==> src/hw/tsa_pkg.sv <==
// Package: constants and types for the time slot assigner
package tsa_pkg;
	localparam int TSA_POS_W = 12;
	localparam logic [11:0] TSA_POS_RST = 12'h000;
	localparam int TSA_SYNC_STAGES = 3;
	// Idle pin levels: both serial clocks, both data lines and bit clock
	// rest high, frame sync rests low; seeds the edge detectors at reset
	localparam logic [5:0] TSA_PIN_IDLE = 6'h3d;
	localparam int TSA_FIFO_DEPTH = 4;
	localparam int TSA_CLK_MHZ = 50;
	localparam int TSA_MAX_RATE_MBPS = 10;
	// Fewest core cycles per bit at the fastest documented burst rate
	localparam int TSA_MIN_BIT_CYC = TSA_CLK_MHZ / TSA_MAX_RATE_MBPS;
	typedef enum logic [1:0] {
		TSA_IDLE = 2'b00,
		TSA_WAIT = 2'b01,
		TSA_OPEN = 2'b11,
		TSA_DONE = 2'b10
	} tsa_state_t;
endpackage : tsa_pkg

==> src/hw/tsa_fifo_if.sv <==
// Interface: valid/ready stream between assigner and its fifo
`timescale 1ns/10ps
interface tsa_fifo_if #(parameter int W = 1) ();
	logic in_valid;
	logic in_ready;
	logic [W-1:0] in_data;
	logic out_valid;
	logic out_ready;
	logic [W-1:0] out_data;
	modport fifo (input in_valid, input in_data, output in_ready,
		output out_valid, output out_data, input out_ready);
	modport user (output in_valid, output in_data, input in_ready,
		input out_valid, input out_data, output out_ready);
endinterface : tsa_fifo_if

==> src/hw/tsa_time_slot_assigner.sv <==
// Module: per-channel time slot assigner between TDM highway and HDLC
`timescale 1ns/10ps
// Functional notes
// [RULE1] Mode input picks direct serial pins or the highway window path.
// [RULE2] Each channel instance picks its own window on a shared highway.
// [RULE3] Window spans anything from one bit to a whole frame.
// [RULE4] Start and stop are 12-bit bit counts after frame sync.
// [RULE5] Only bits between start and stop pass to the channel.
// [RULE6] Window length may reach 4096 consecutive bits.
// [RULE7] Sub-byte windows of one to eight bits are supported.
// [RULE8] Frames of up to 512 byte slots are handled.
// [RULE9] Sustains channel bursts up to 10 Mbit/s in both modes.
// [RULE10] Transmit and receive run together in the same frames.
// [RULE11] Highway supplies frame sync, normally 8 kHz, per frame.
// [RULE12] One highway bit clock times both transmit and receive.
// [RULE13] Slot buffer enable is active exactly while transmit carries data.
// [RULE14] Counter clears on frame sync, steps per bit; output released outside.
// [RULE15] After stop, nothing passes until next sync and start.
module tsa_time_slot_assigner
	import tsa_pkg::*;
#(
	parameter int POS_W = TSA_POS_W
) (
	// Clock and reset
	core_clk,
	rst_n,
	// Configuration
	highway_mode,
	start_pos,
	stop_pos,
	// Highway pins
	hw_bit_clk,
	frame_sync_in,
	hw_rxd,
	hw_txd_o,
	hw_txd_oe,
	slot_buffer_enable,
	// Direct serial pins
	dce_rxd,
	dce_rclk,
	dce_txd,
	dce_tclk,
	// HDLC channel side
	hdlc_tx_bit,
	hdlc_tx_valid,
	hdlc_tx_ready,
	hdlc_rx_bit,
	hdlc_rx_valid,
	hdlc_bit_clk
);
	input wire logic core_clk;
	input wire logic rst_n;
	input wire logic highway_mode;
	input wire logic [POS_W-1:0] start_pos;
	input wire logic [POS_W-1:0] stop_pos;
	input wire logic hw_bit_clk;
	input wire logic frame_sync_in;
	input wire logic hw_rxd;
	output logic hw_txd_o;
	output logic hw_txd_oe;
	output logic slot_buffer_enable;
	input wire logic dce_rxd;
	input wire logic dce_rclk;
	output logic dce_txd;
	input wire logic dce_tclk;
	input wire logic hdlc_tx_bit;
	input wire logic hdlc_tx_valid;
	output logic hdlc_tx_ready;
	output logic hdlc_rx_bit;
	output logic hdlc_rx_valid;
	output logic hdlc_bit_clk;

	// ------------------------------------------------------------
	// Pin synchronisers
	// ------------------------------------------------------------
	localparam int NS = 6;
	logic [NS-1:0] pins;
	logic [NS-1:0] s1_ff;
	logic [NS-1:0] s2_ff;
	logic [NS-1:0] s3_ff;
	logic [NS-1:0] st_ff;
	assign pins = {dce_tclk, dce_rclk, dce_rxd, hw_rxd, frame_sync_in,
		hw_bit_clk};

	// Three stages; stable level taken only when stages two and three agree
	genvar gi;
	generate
		for (gi = 0; gi < NS; gi++) begin : g_sync
			always_ff @(posedge core_clk) begin
				// Reset to idle level, so no false edge follows reset
				if (!rst_n) begin
					s1_ff[gi] <= TSA_PIN_IDLE[gi];
					s2_ff[gi] <= TSA_PIN_IDLE[gi];
					s3_ff[gi] <= TSA_PIN_IDLE[gi];
					st_ff[gi] <= TSA_PIN_IDLE[gi];
				end else begin
					s1_ff[gi] <= pins[gi];
					s2_ff[gi] <= s1_ff[gi];
					s3_ff[gi] <= s2_ff[gi];
					if (s2_ff[gi] == s3_ff[gi]) begin
						st_ff[gi] <= s3_ff[gi];
					end
				end
			end
		end
	endgenerate

	logic [NS-1:0] st_d_ff;
	always_ff @(posedge core_clk) begin
		if (!rst_n) begin
			st_d_ff <= TSA_PIN_IDLE;
		end else begin
			st_d_ff <= st_ff;
		end
	end

	// Edge strobes, one core cycle each
	logic hw_rise, hw_fall, fs_rise, rc_rise, tc_fall;
	assign hw_rise = st_ff[0] && !st_d_ff[0];
	assign hw_fall = !st_ff[0] && st_d_ff[0];
	assign fs_rise = st_ff[1] && !st_d_ff[1];
	assign rc_rise = st_ff[4] && !st_d_ff[4];
	assign tc_fall = !st_ff[5] && st_d_ff[5];

	// ------------------------------------------------------------
	// Bit position counter and window state
	// ------------------------------------------------------------
	tsa_state_t state_ff;
	logic [POS_W-1:0] pos_ff;
	logic in_win;
	logic at_stop;
	assign in_win = (state_ff == TSA_OPEN);
	assign at_stop = (pos_ff == stop_pos);

	// Restart on frame sync, advance on each highway bit clock
	always_ff @(posedge core_clk) begin
		if (!rst_n) begin
			pos_ff <= TSA_POS_RST;
		end else if (fs_rise) begin
			pos_ff <= TSA_POS_RST; // see [RULE14] [RULE4] [RULE11]
		end else if (hw_fall) begin
			pos_ff <= pos_ff + 1'b1; // see [RULE14] [RULE8] [RULE6]
		end
	end

	// Window opens at start, closes after stop; a 12-bit count wraps at 4096
	always_ff @(posedge core_clk) begin
		if (!rst_n || !highway_mode) begin
			state_ff <= TSA_IDLE;
		end else if (fs_rise) begin
			state_ff <= TSA_WAIT; // see [RULE15]
		end else begin
			unique case (state_ff)
				TSA_IDLE: state_ff <= TSA_IDLE;
				// A one-bit window opens and closes on the same bit
				TSA_WAIT: if (hw_fall && pos_ff == start_pos) begin
					state_ff <= at_stop ? TSA_DONE : TSA_OPEN; // see [RULE3]
				end
				TSA_OPEN: if (hw_fall && at_stop) begin
					state_ff <= TSA_DONE; // see [RULE15] [RULE5]
				end
				TSA_DONE: state_ff <= TSA_DONE;
			endcase
		end
	end

	// ------------------------------------------------------------
	// Transmit: FIFO feeds the active port
	// ------------------------------------------------------------
	tsa_fifo_if #(.W(1)) txq ();
	tsa_fifo #(.W(1), .DEPTH(TSA_FIFO_DEPTH)) u_txq (
		.core_clk(core_clk),
		.rst_n(rst_n),
		.s(txq.fifo)
	);
	logic take_bit;
	logic open_d;
	assign txq.in_valid = hdlc_tx_valid;
	assign txq.in_data = hdlc_tx_bit;
	// Bit leaves on the launch edge of whichever clock is in use
	// Stop bit itself is still launched; the window is inclusive
	assign take_bit = highway_mode ? (hw_fall && (open_d || (state_ff ==
		TSA_WAIT && pos_ff == start_pos))) : tc_fall; // see [RULE1] [RULE10]
	assign txq.out_ready = take_bit;
	assign open_d = in_win;

	// Channel stalls on a full queue, which throttles its bit rate
	always_ff @(posedge core_clk) begin
		if (!rst_n) begin
			hdlc_tx_ready <= 1'b0;
		end else begin
			hdlc_tx_ready <= txq.in_ready; // see [RULE9]
		end
	end

	// Highway driver: enable and buffer control move together
	always_ff @(posedge core_clk) begin
		if (!rst_n) begin
			hw_txd_o <= 1'b1;
			hw_txd_oe <= 1'b0;
			slot_buffer_enable <= 1'b0;
			dce_txd <= 1'b1;
		end else begin
			if (!highway_mode) begin
				hw_txd_oe <= 1'b0;
				slot_buffer_enable <= 1'b0;
			end else if (hw_fall) begin
				hw_txd_oe <= take_bit; // see [RULE14] [RULE2]
				slot_buffer_enable <= take_bit; // see [RULE13]
			end
			if (take_bit && highway_mode) begin
				// Underrun sends idle mark rather than stale data
				hw_txd_o <= txq.out_valid ? txq.out_data : 1'b1;
			end
			if (take_bit && !highway_mode) begin
				dce_txd <= txq.out_valid ? txq.out_data : 1'b1; // see [RULE1]
			end
		end
	end

	// ------------------------------------------------------------
	// Receive: sample on rising edge; highway bit clock, or dce_rclk rather than dce_tclk in direct mode
	// ------------------------------------------------------------
	logic rx_take;
	// Driver enable spans start through stop, so it marks receive bits too
	assign rx_take = highway_mode ? (hw_rise && hw_txd_oe) : rc_rise;

	always_ff @(posedge core_clk) begin
		if (!rst_n) begin
			hdlc_rx_bit <= 1'b0;
			hdlc_rx_valid <= 1'b0;
		end else begin
			hdlc_rx_valid <= rx_take; // see [RULE12] [RULE10] [RULE5]
			if (rx_take) begin
				hdlc_rx_bit <= highway_mode ? st_ff[2] : st_ff[3];
			end
		end
	end

	// Bit clock to the channel: gated to window bits on the highway, plain dce_rclk in direct mode
	always_ff @(posedge core_clk) begin
		if (!rst_n) begin
			hdlc_bit_clk <= 1'b0;
		end else begin
			hdlc_bit_clk <= highway_mode ? (st_ff[0] && hw_txd_oe) : st_ff[4];
		end
	end

	// ------------------------------------------------------------
	// Checks
	// ------------------------------------------------------------
	property p_sync_clears;
		@(posedge core_clk) disable iff (!rst_n)
		fs_rise |=> (pos_ff == '0);
	endproperty
	a_sync_clears: assert property (p_sync_clears) // see [RULE14]
		else $error("position not cleared by frame sync");

	property p_step;
		@(posedge core_clk) disable iff (!rst_n)
		(hw_fall && !fs_rise) |=> (pos_ff == $past(pos_ff) + 1'b1);
	endproperty
	a_step: assert property (p_step) // see [RULE4]
		else $error("position did not step on bit clock");

	property p_enable_tracks;
		@(posedge core_clk) disable iff (!rst_n)
		slot_buffer_enable == hw_txd_oe;
	endproperty
	a_enable_tracks: assert property (p_enable_tracks) // see [RULE13]
		else $error("buffer enable differs from driver enable");

	property p_released_idle;
		@(posedge core_clk) disable iff (!rst_n)
		(state_ff == TSA_DONE && hw_fall) |=> !hw_txd_oe;
	endproperty
	a_released_idle: assert property (p_released_idle) // see [RULE15]
		else $error("driver active after stop");

	property p_rx_in_window;
		@(posedge core_clk) disable iff (!rst_n)
		(highway_mode && hdlc_rx_valid) |-> $past(hw_txd_oe);
	endproperty
	a_rx_in_window: assert property (p_rx_in_window) // see [RULE5]
		else $error("receive bit outside window");

	property p_direct_no_drive;
		@(posedge core_clk) disable iff (!rst_n)
		!highway_mode |=> !hw_txd_oe;
	endproperty
	a_direct_no_drive: assert property (p_direct_no_drive) // see [RULE1]
		else $error("highway driven in direct mode");

	property p_open_at_start;
		@(posedge core_clk) disable iff (!rst_n)
		(highway_mode && state_ff == TSA_WAIT && hw_fall && !fs_rise &&
			pos_ff == start_pos) |=>
			(state_ff == ($past(at_stop) ? TSA_DONE : TSA_OPEN));
	endproperty
	a_open_at_start: assert property (p_open_at_start) // see [RULE3]
		else $error("window did not open at start");

	property p_close_at_stop;
		@(posedge core_clk) disable iff (!rst_n)
		(highway_mode && in_win && hw_fall && !fs_rise && at_stop)
			|=> (state_ff == TSA_DONE);
	endproperty
	a_close_at_stop: assert property (p_close_at_stop) // see [RULE15]
		else $error("window did not close at stop");

	c_window: cover property (@(posedge core_clk) disable iff (!rst_n)
		state_ff == TSA_WAIT ##[1:1000] state_ff == TSA_OPEN);
	c_drive: cover property (@(posedge core_clk) disable iff (!rst_n)
		hw_txd_oe && slot_buffer_enable);
	c_rx: cover property (@(posedge core_clk) disable iff (!rst_n)
		hdlc_rx_valid && highway_mode);
	c_full: cover property (@(posedge core_clk) disable iff (!rst_n)
		!txq.in_ready);
endmodule : tsa_time_slot_assigner

==> src/hw/tsa_fifo.sv <==
// Module: small synchronous FIFO with valid/ready on both sides
`timescale 1ns/10ps
module tsa_fifo #(
	parameter int W = 1,
	parameter int DEPTH = 4
) (
	// Clock and reset
	input wire logic core_clk,
	input wire logic rst_n,
	// Stream
	tsa_fifo_if.fifo s
);
	localparam int AW = $clog2(DEPTH);
	logic [W-1:0] mem [DEPTH];
	logic [AW-1:0] wr_ff;
	logic [AW-1:0] rd_ff;
	logic [AW:0] cnt_ff;
	logic push;
	logic pop;

	// Handshakes; full and empty come from the true count
	assign s.in_ready = (cnt_ff != DEPTH[AW:0]);
	assign s.out_valid = (cnt_ff != '0);
	assign s.out_data = mem[rd_ff];
	assign push = s.in_valid && s.in_ready;
	assign pop = s.out_valid && s.out_ready;

	// Storage
	always_ff @(posedge core_clk) begin
		if (push) begin
			mem[wr_ff] <= s.in_data;
		end
	end

	// Pointers and count
	always_ff @(posedge core_clk) begin
		if (!rst_n) begin
			wr_ff <= '0;
			rd_ff <= '0;
			cnt_ff <= '0;
		end else begin
			if (push) begin
				wr_ff <= (wr_ff == AW'(DEPTH - 1)) ? '0 : wr_ff + 1'b1;
			end
			if (pop) begin
				rd_ff <= (rd_ff == AW'(DEPTH - 1)) ? '0 : rd_ff + 1'b1;
			end
			cnt_ff <= cnt_ff + {{AW{1'b0}}, push} - {{AW{1'b0}}, pop};
		end
	end
endmodule : tsa_fifo

==> config.mk <==
export PLATFORM = sky130hd
export DESIGN_NAME = tsa_time_slot_assigner
export DESIGN_NICKNAME = d
export VERILOG_FILES = /design/src/hw/tsa_pkg.sv /design/src/hw/tsa_fifo_if.sv /design/src/hw/tsa_time_slot_assigner.sv /design/src/hw/tsa_fifo.sv
export SDC_FILE = /design/constraint.sdc
export NUM_CORES = 1
export LEC_CHECK = 0
export BUFFER_PORTS_ARGS = -buffer_cell sky130_fd_sc_hd__buf_4
export CAP_MARGIN = 20
export CORE_MARGIN = 1.5
export CORE_UTILIZATION = 24
export CTS_CLUSTER_DIAMETER = 60
export DETAILED_ROUTE_END_ITERATION = 8
export HOLD_SLACK_MARGIN = 0.02
export MAX_ROUTING_LAYER = met4
export SYNTH_ARGS = -nofsm -noshare
export SYNTH_HDL_FRONTEND = slang
export SYNTH_SLANG_ARGS = --single-unit
==> constraint.sdc <==
create_clock -name core_clk -period 2.4 [get_ports core_clk]
set_input_delay 0.12 -clock core_clk [delete_from_list [all_inputs] [get_ports core_clk]]
set_output_delay 0.12 -clock core_clk [all_outputs]
set_load 0.005 [all_outputs]
======== Word level (Yosys, flattened, before mapping) ========
Memory sizes are Yosys's and may differ from the RTL's. A register that Yosys moved wholly into a read port is not among the register bits.
Cells that the tools add are included.
operators by class
  add/subtract/negate cells ............... 5
  eq/ne operators ......................... 18
  mux-type cells .......................... 16
  bitwise operators ....................... 1
  reductions and logical operators ........ 31
operators by type and width
  cell                                                 count
  equality test 12 bit                                 2
  logical AND 1 bit                                    15
  adder 12 x 1 -> 12 bit, second input constant        1
  2-to-1 mux 2 bit                                     6
  2-to-1 mux 1 bit                                     9
  equality test 2 bit, second input constant           4
  one-hot mux 2 bit (4 select lines)                   1
  logical NOT 1 bit                                    7
  equality test 1 bit                                  6
  != test 3 bit, second input constant                 2
  AND reduction 2 bit                                  3
  adder 2 x 1 -> 2 bit, second input constant          2
  OR reduction 2 bit                                   2
  adder 3 x 1 -> 3 bit                                 1
  != test 3 x 2 -> 1 bit, second input constant        1
  nonzero test 3 bit                                   1
  subtractor 3 x 1 -> 3 bit                            1
  equality test 2 x 1 -> 1 bit, second input constant  1
  logical NOT 2 bit                                    1
  logical OR 1 bit                                     2
  != test 2 x 1 -> 1 bit, second input constant        1
  != test 2 bit, second input constant                 1
  inverter 1 bit                                       1
word-level totals
  bits in registers ....................... 58
  memory bits (writable) .................. 4
  input bits .............................. 35
  output and inout bits ................... 8
  word-level logic and storage cells ...... 110
  memories ................................ 1
memory list
  name       words  bits a word  read ports  clocked after memory_dff  wr ports  RTL line        source
  u_txq.mem  4      1            1           1                         1         tsa_fifo.sv:14  logic [W-1:0] mem [DEPTH];

======== Logic depth before layout (Yosys ltp) ========
  depth in word-level cells ............... 8
  mapped depth ............................ 14
  mapped depth without buffers ............ 13

======== Hierarchy ========
From an unflattened synthesis, not the netlist that was laid out.
second synthesis, totals
  cell total of the unflattened synthesis .. 259
  area total of the unflattened synthesis .. 2615.0 um2
by module, submodules not included
  module                  times used  cells each  area an instance (um2)  seq. area each (um2)
  tsa_time_slot_assigner  1           202         1983.2                  980.9
  tsa_fifo                1           57          631.9                   300.3

======== Worst setup path before layout ========
OpenSTA, ideal clock, no wires.
  kind .................................... register to register
  from .................................... register st_ff[0]
  to ...................................... register u_txq.cnt_ff[2]
  library setup time ...................... 0.115 ns
  data arrival time ....................... 2.298 ns
  data required time ...................... 2.285 ns
  path slack .............................. -0.013 ns
  stages on the path, launching flop included .. 14
  buffers on the path ..................... 0
  clock period less this slack ............ 2.413 ns
  cell sequence ........................... dfxtp_1 > and4b_1 > a22oi_1 > nor2_1 > a21oi_2 > inv_1 > ha_1 > inv_1 > ha_1 > inv_1 > fa_1 > xnor2_1 > xnor2_1 > and2_1
on the way
  word-level cells in the longest chain between the ends .. 6
RTL lines
  element                           RTL line                       source
  start: declaration                tsa_time_slot_assigner.sv:81   logic [NS-1:0] st_ff;
  start signal: indexed assignment  tsa_time_slot_assigner.sv:95   st_ff[gi] <= TSA_PIN_IDLE[gi];
  start signal: indexed assignment  tsa_time_slot_assigner.sv:101  st_ff[gi] <= s3_ff[gi];
  logical NOT 1 bit                 tsa_time_slot_assigner.sv:120  assign hw_fall = !st_ff[0] && st_d_ff[0];
  logical AND 1 bit                 tsa_time_slot_assigner.sv:120
  logical AND 1 bit                 tsa_time_slot_assigner.sv:182  assign take_bit = highway_mode ? (hw_fall && (open_d || (state_ff ==
  2-to-1 mux 1 bit                  tsa_time_slot_assigner.sv:182
  logical AND 1 bit                 tsa_fifo.sv:26                 assign pop = s.out_valid && s.out_ready;
  subtractor 3 x 1 -> 3 bit         tsa_fifo.sv:48                 cnt_ff <= cnt_ff + {{AW{1'b0}}, push} - {{AW{1'b0}}, pop};
  end signal: assignment            tsa_fifo.sv:48
  end: declaration                  tsa_fifo.sv:17                 logic [AW:0] cnt_ff;
Every way passes these cells.
A chain may end at the register's enable or synchronous reset.

======== Worst setup path in the final report ========
  from .................................... register pos_ff[1]
  to ...................................... register u_txq.cnt_ff[2]
on the way
  word-level cells in the longest chain between the ends .. 7
RTL lines
  element                    RTL line                       source
  start: declaration         tsa_time_slot_assigner.sv:129  logic [POS_W-1:0] pos_ff;
  start signal: assignment   tsa_time_slot_assigner.sv:142  pos_ff <= pos_ff + 1'b1;
  equality test 12 bit       tsa_time_slot_assigner.sv:183  TSA_WAIT && pos_ff == start_pos))) : tc_fall;
  logical AND 1 bit          tsa_time_slot_assigner.sv:183
  logical OR 1 bit           tsa_time_slot_assigner.sv:182
  logical AND 1 bit          tsa_time_slot_assigner.sv:182
  2-to-1 mux 1 bit           tsa_time_slot_assigner.sv:182
  logical AND 1 bit          tsa_fifo.sv:26
  subtractor 3 x 1 -> 3 bit  tsa_fifo.sv:48
Every way passes these cells.

==> impl_metrics.py <==
metrics = {
    "run_status": {
        "outcome": "complete, but fails checks",
        "violations": "negative setup slack",
    },
    "timing": {
        "fin_skew_ns": 0.0102,
        "rsz0062_at_grt": "true",
        "period_share_pct": 103,
        "max_freq_ghz": 0.403,
        "finalHoldViolCount": 0,
        "fin_ws_ns": -0.0791,
        "maxSlewViolCount": 0,
        "worst_pin_slew_ns": 0.429,
        "setup_violations": 1,
        "tns_ns": -0.0791,
        "min_period_ns": 2.48,
        "slew-limit-headroom_pct": 71.1,
    },
    "global_routing": {
        "grt_use_total_pct": 10.5,
        "grt_pass1_wl_mm": 9.00,
        "grt_pass1_vias": 2019,
        "overflow": 0,
        "grt_max_degree": 47,
        "antenna_found_initial": 0,
    },
    "synth": {
        "synth.top_cells.by_area": "dfxtp_1, xnor2_1, xor2_1",
        "synth_top_area_cell": "dfxtp_1",
        "ys_seq_area_share_pct": 48.8,
        "synth_top_area_share_pct": 44.2,
        "ys.warnings.count": 0,
        "yosys.area_share.simple_pct": 20.6,
        "synth_top_family_by_area": "simple AND/OR/NAND/NOR gates",
        "avgSynthCellArea_um2": 9.99,
        "post_synth_mux_area_share_pct": 3.14,
        "yosys.area_share.adder_pct": 4.57,
        "syn_area_mm2": 0.00263,
        "synth_xor_area_share_pct": 12.3,
        "synth_cell_types": 39,
        "ys_ff_latch": 62,
        "syn_nets": 307,
        "synth_compound_area_share_pct": 6.62,
        "synth_cells": 263,
    },
    "placed_design": {
        "port_buffers": 42,
        "dp_slack_ns": -0.0605,
        "gp_congestion": 0.810,
        "place_area_mm2": 0.00320,
        "hpwl_mm": 3.82,
    },
    "hold_path": {
        "hold_start": "highway_mode",
        "min_to": "state_ff[1]$_SDFFE_PP0P_",
        "worstHoldPathType": "in2reg",
        "hold_path_depth": 2,
    },
    "drt": {
        "drt-initial-drc-count": 88,
        "drt_wl_total_mm": 5.44,
        "vias": 1975,
        "firstDrtPassIters": 4,
        "viasPerCell": 4.10,
        "drc_errors": 0,
        "antenna_left": 0,
        "wl_per_cell_um": 11.3,
    },
    "setup_path": {
        "startpoint_type": "flip-flop",
        "reg2reg_depth": 13,
        "crit_path_end_kind": "flip-flop",
        "arrival_ns": 2.71,
        "r2r_end": "u_txq.cnt_ff[2]$_SDFF_PN0_",
        "path_class": "reg2reg",
        "cp.required_ns": 2.63,
        "rrSetupSlack_ns": -0.08,
        "critical_path.max_fanout": 2,
        "reg2reg_from": "pos_ff[1]$_SDFFE_PP0P_",
    },
    "clock_network": {
        "cts_buffers": 9,
        "clock_latency_ns": 0.34,
        "clockBufferDepth": 2,
        "cts_root_buffer": "clkbuf_8",
        "cts.sinks": 62,
        "clkTransAtPathRegs_ns": 0.07,
        "cts_max_level": 3,
        "tritoncts": "done",
    },
    "finish": {
        "seqCellArea_mm2": 0.00129,
        "syn2layout_area_growth_pct": 38.7,
        "post-route-util_pct": 33.9,
        "final_cell_area_mm2": 0.00364,
        "nNetsFinal": 381,
        "fillers": 1123,
        "multiInputGateArea_mm2": 0.00130,
        "diodes": 0,
        "layout-drive-gt1-share_pct": 31.0,
    },
    "die": {
        "core_area_mm2": 0.0107,
        "initial_core_util_pct": 24.5,
        "die_y_um": 108,
        "die_w_um": 108,
        "num_rows": 38,
        "die_area_mm2": 0.0116,
        "io-pin-count": 43,
    },
    "pwr": {
        "cellPowerDensity_mw_per_mm2": 683,
        "p_leak_uw": 0.00151,
        "vdd_drop_max_mv": 0.315,
    },
    "flow_run": {
        "maxCapViolCount": 0,
    },
}
## worst max-delay path by stage
| stage | slack [ns] | from | depth (start not counted) | end |
|---|---|---|---|---|
| after floorplan | 0.002 | pos_ff[4]$_SDFFE_PP0P_ | 14 | u_txq.cnt_ff[2]$_SDFF_PN0_ |
| after global placement | 0.003 | pos_ff[1]$_SDFFE_PP0P_ | 13 | u_txq.cnt_ff[2]$_SDFF_PN0_ |
| after detailed placement | -0.06 | pos_ff[1]$_SDFFE_PP0P_ | 13 | u_txq.cnt_ff[2]$_SDFF_PN0_ |
| after CTS | 0.004 | pos_ff[8]$_SDFFE_PP0P_ | 13 | u_txq.cnt_ff[2]$_SDFF_PN0_ |
| after global routing | -0.20 | pos_ff[4]$_SDFFE_PP0P_ | 13 | u_txq.cnt_ff[2]$_SDFF_PN0_ |
| final | -0.08 | pos_ff[1]$_SDFFE_PP0P_ | 13 | u_txq.cnt_ff[2]$_SDFF_PN0_ |
## through the flow
| stage | total power (uW) | hold WS [ns] | std cells |
|---|---|---|---|
| floorplan | 1260 | 0.219 | 263 |
| global placement | 1350 | 0.303 | 451 |
| detailed placement | 1360 | 0.306 | 451 |
| CTS | 2510 | 0.0514 | 482 |
| global route | 2610 | 0.0526 | 482 |
| finish | 2490 | 0.0725 | 482 |
## what timing repair did
item	in CTS	in global routing
pin swaps	7	11
hold endpoints to repair	10	0
resized for setup	5	11
hold buffers	7	0
endpoints found under the setup margin	1	6
setup buffers	8	1
## final cells by class
cell class / instances / share of cell area [%]
repair buffers: 77 / 16.3
well taps: 140 / 4.81
clock inverters: 5 / 2.92
flip-flops and latches: 62 / 35.4
multi-input cells: 178 / 35.7
clock buffers: 11 / 3.88
inverters: 9 / 0.927
## synthesized netlist by cell type
| cell type | n |
|---|---|
| dfxtp_1 | 58 |
| nor2_1 | 25 |
| xnor2_1 | 22 |
| nand2b_1 | 20 |
| xor2_1 | 15 |
| and2_1 | 11 |
| nand2_1 | 11 |
| inv_1 | 9 |
| a21oi_1 | 8 |
| ha_1 | 8 |
| nand4_1 | 8 |
| o21ai_0 | 8 |
| clkbuf_1 | 6 |
| mux2i_1 | 6 |
| nor2b_1 | 6 |
| buf_2 | 5 |
| and3_1 | 4 |
| edfxtp_1 | 4 |
| a21boi_0 | 3 |
| buf_4 | 3 |
| nand3_1 | 3 |
| and4_1 | 2 |
| nor4_1 | 2 |
| a21boi_1 | 1 |
| a21oi_2 | 1 |
| a221oi_1 | 1 |
| a22oi_1 | 1 |
| and4b_1 | 1 |
| fa_1 | 1 |
| mux4_2 | 1 |
| nand4b_1 | 1 |
| nor2b_2 | 1 |
| nor3_1 | 1 |
| nor3_2 | 1 |
| nor3b_2 | 1 |
| o2111a_1 | 1 |
| o211a_1 | 1 |
| o21ai_1 | 1 |
| o31ai_2 | 1 |
## state kept, by name, summed over array words and instances (netlist names), named ones only
| register | flops |
|---|---|
| dce_txd | 1 |
| hdlc_bit_clk | 1 |
| hdlc_rx_bit | 1 |
| hdlc_rx_valid | 1 |
| hdlc_tx_ready | 1 |
| hw_txd_o | 1 |
| pos_ff | 12 |
| s1_ff | 6 |
| s2_ff | 6 |
| s3_ff | 6 |
| slot_buffer_enable | 1 |
| st_d_ff | 4 |
| st_ff | 6 |
| state_ff | 2 |
| u_txq.cnt_ff | 3 |
| u_txq.mem | 4 |
| u_txq.rd_ff | 2 |
| u_txq.wr_ff | 2 |
## power breakdown
part           internal (uW)  switching [uW]  total, uW
Sequential              1080            27.3       1110
Clock                    720             408       1130
Combinational            143             109        251
Total                   1950             544       2490
## critical path: stages (launching register included)
cell,delay (ns)
dfxtp_1,0.36
xnor2_2,0.13
nand4_1,0.19
nor3_4,0.27
a21oi_2,0.10
inv_1,0.07
ha_1,0.23
inv_1,0.06
ha_1,0.13
inv_1,0.05
fa_2,0.35
xnor2_2,0.14
xnor2_1,0.13
and2_1,0.16
## cells by family (layout without fill, tap and decap cells)
logic type	count (synthesis)	in the layout
multiplexers	7	7
buffers and inverters	23	102
XOR/XNOR	37	37
adder cells (fa/ha/maj)	9	9
AND/OR/NAND/NOR	98	98
AO/OA/AOI/OAI	27	27
flip-flops	62	62
## metal layers
metal | part of all wire (%) | GRT usage (%)
met5 | 0 | -
met4 | 0.90 | 3.10
met3 | 7.4 | 5.15
met2 | 46 | 16.7
met1 | 45 | 11.6
## layout by cell type, fill, tap and decap left out, types with 9 or more instances in the layout
cell,synthesis,routed
nor2_1,25,25
and2_1,11,11
dfxtp_1,58,50
nand2b_1,20,20
xor2_1,15,15
buf_4,3,70
clkbuf_8,0,10
nand2_1,11,11
xnor2_1,22,17
inv_1,9,9
(Power assumes the default switching activity.)
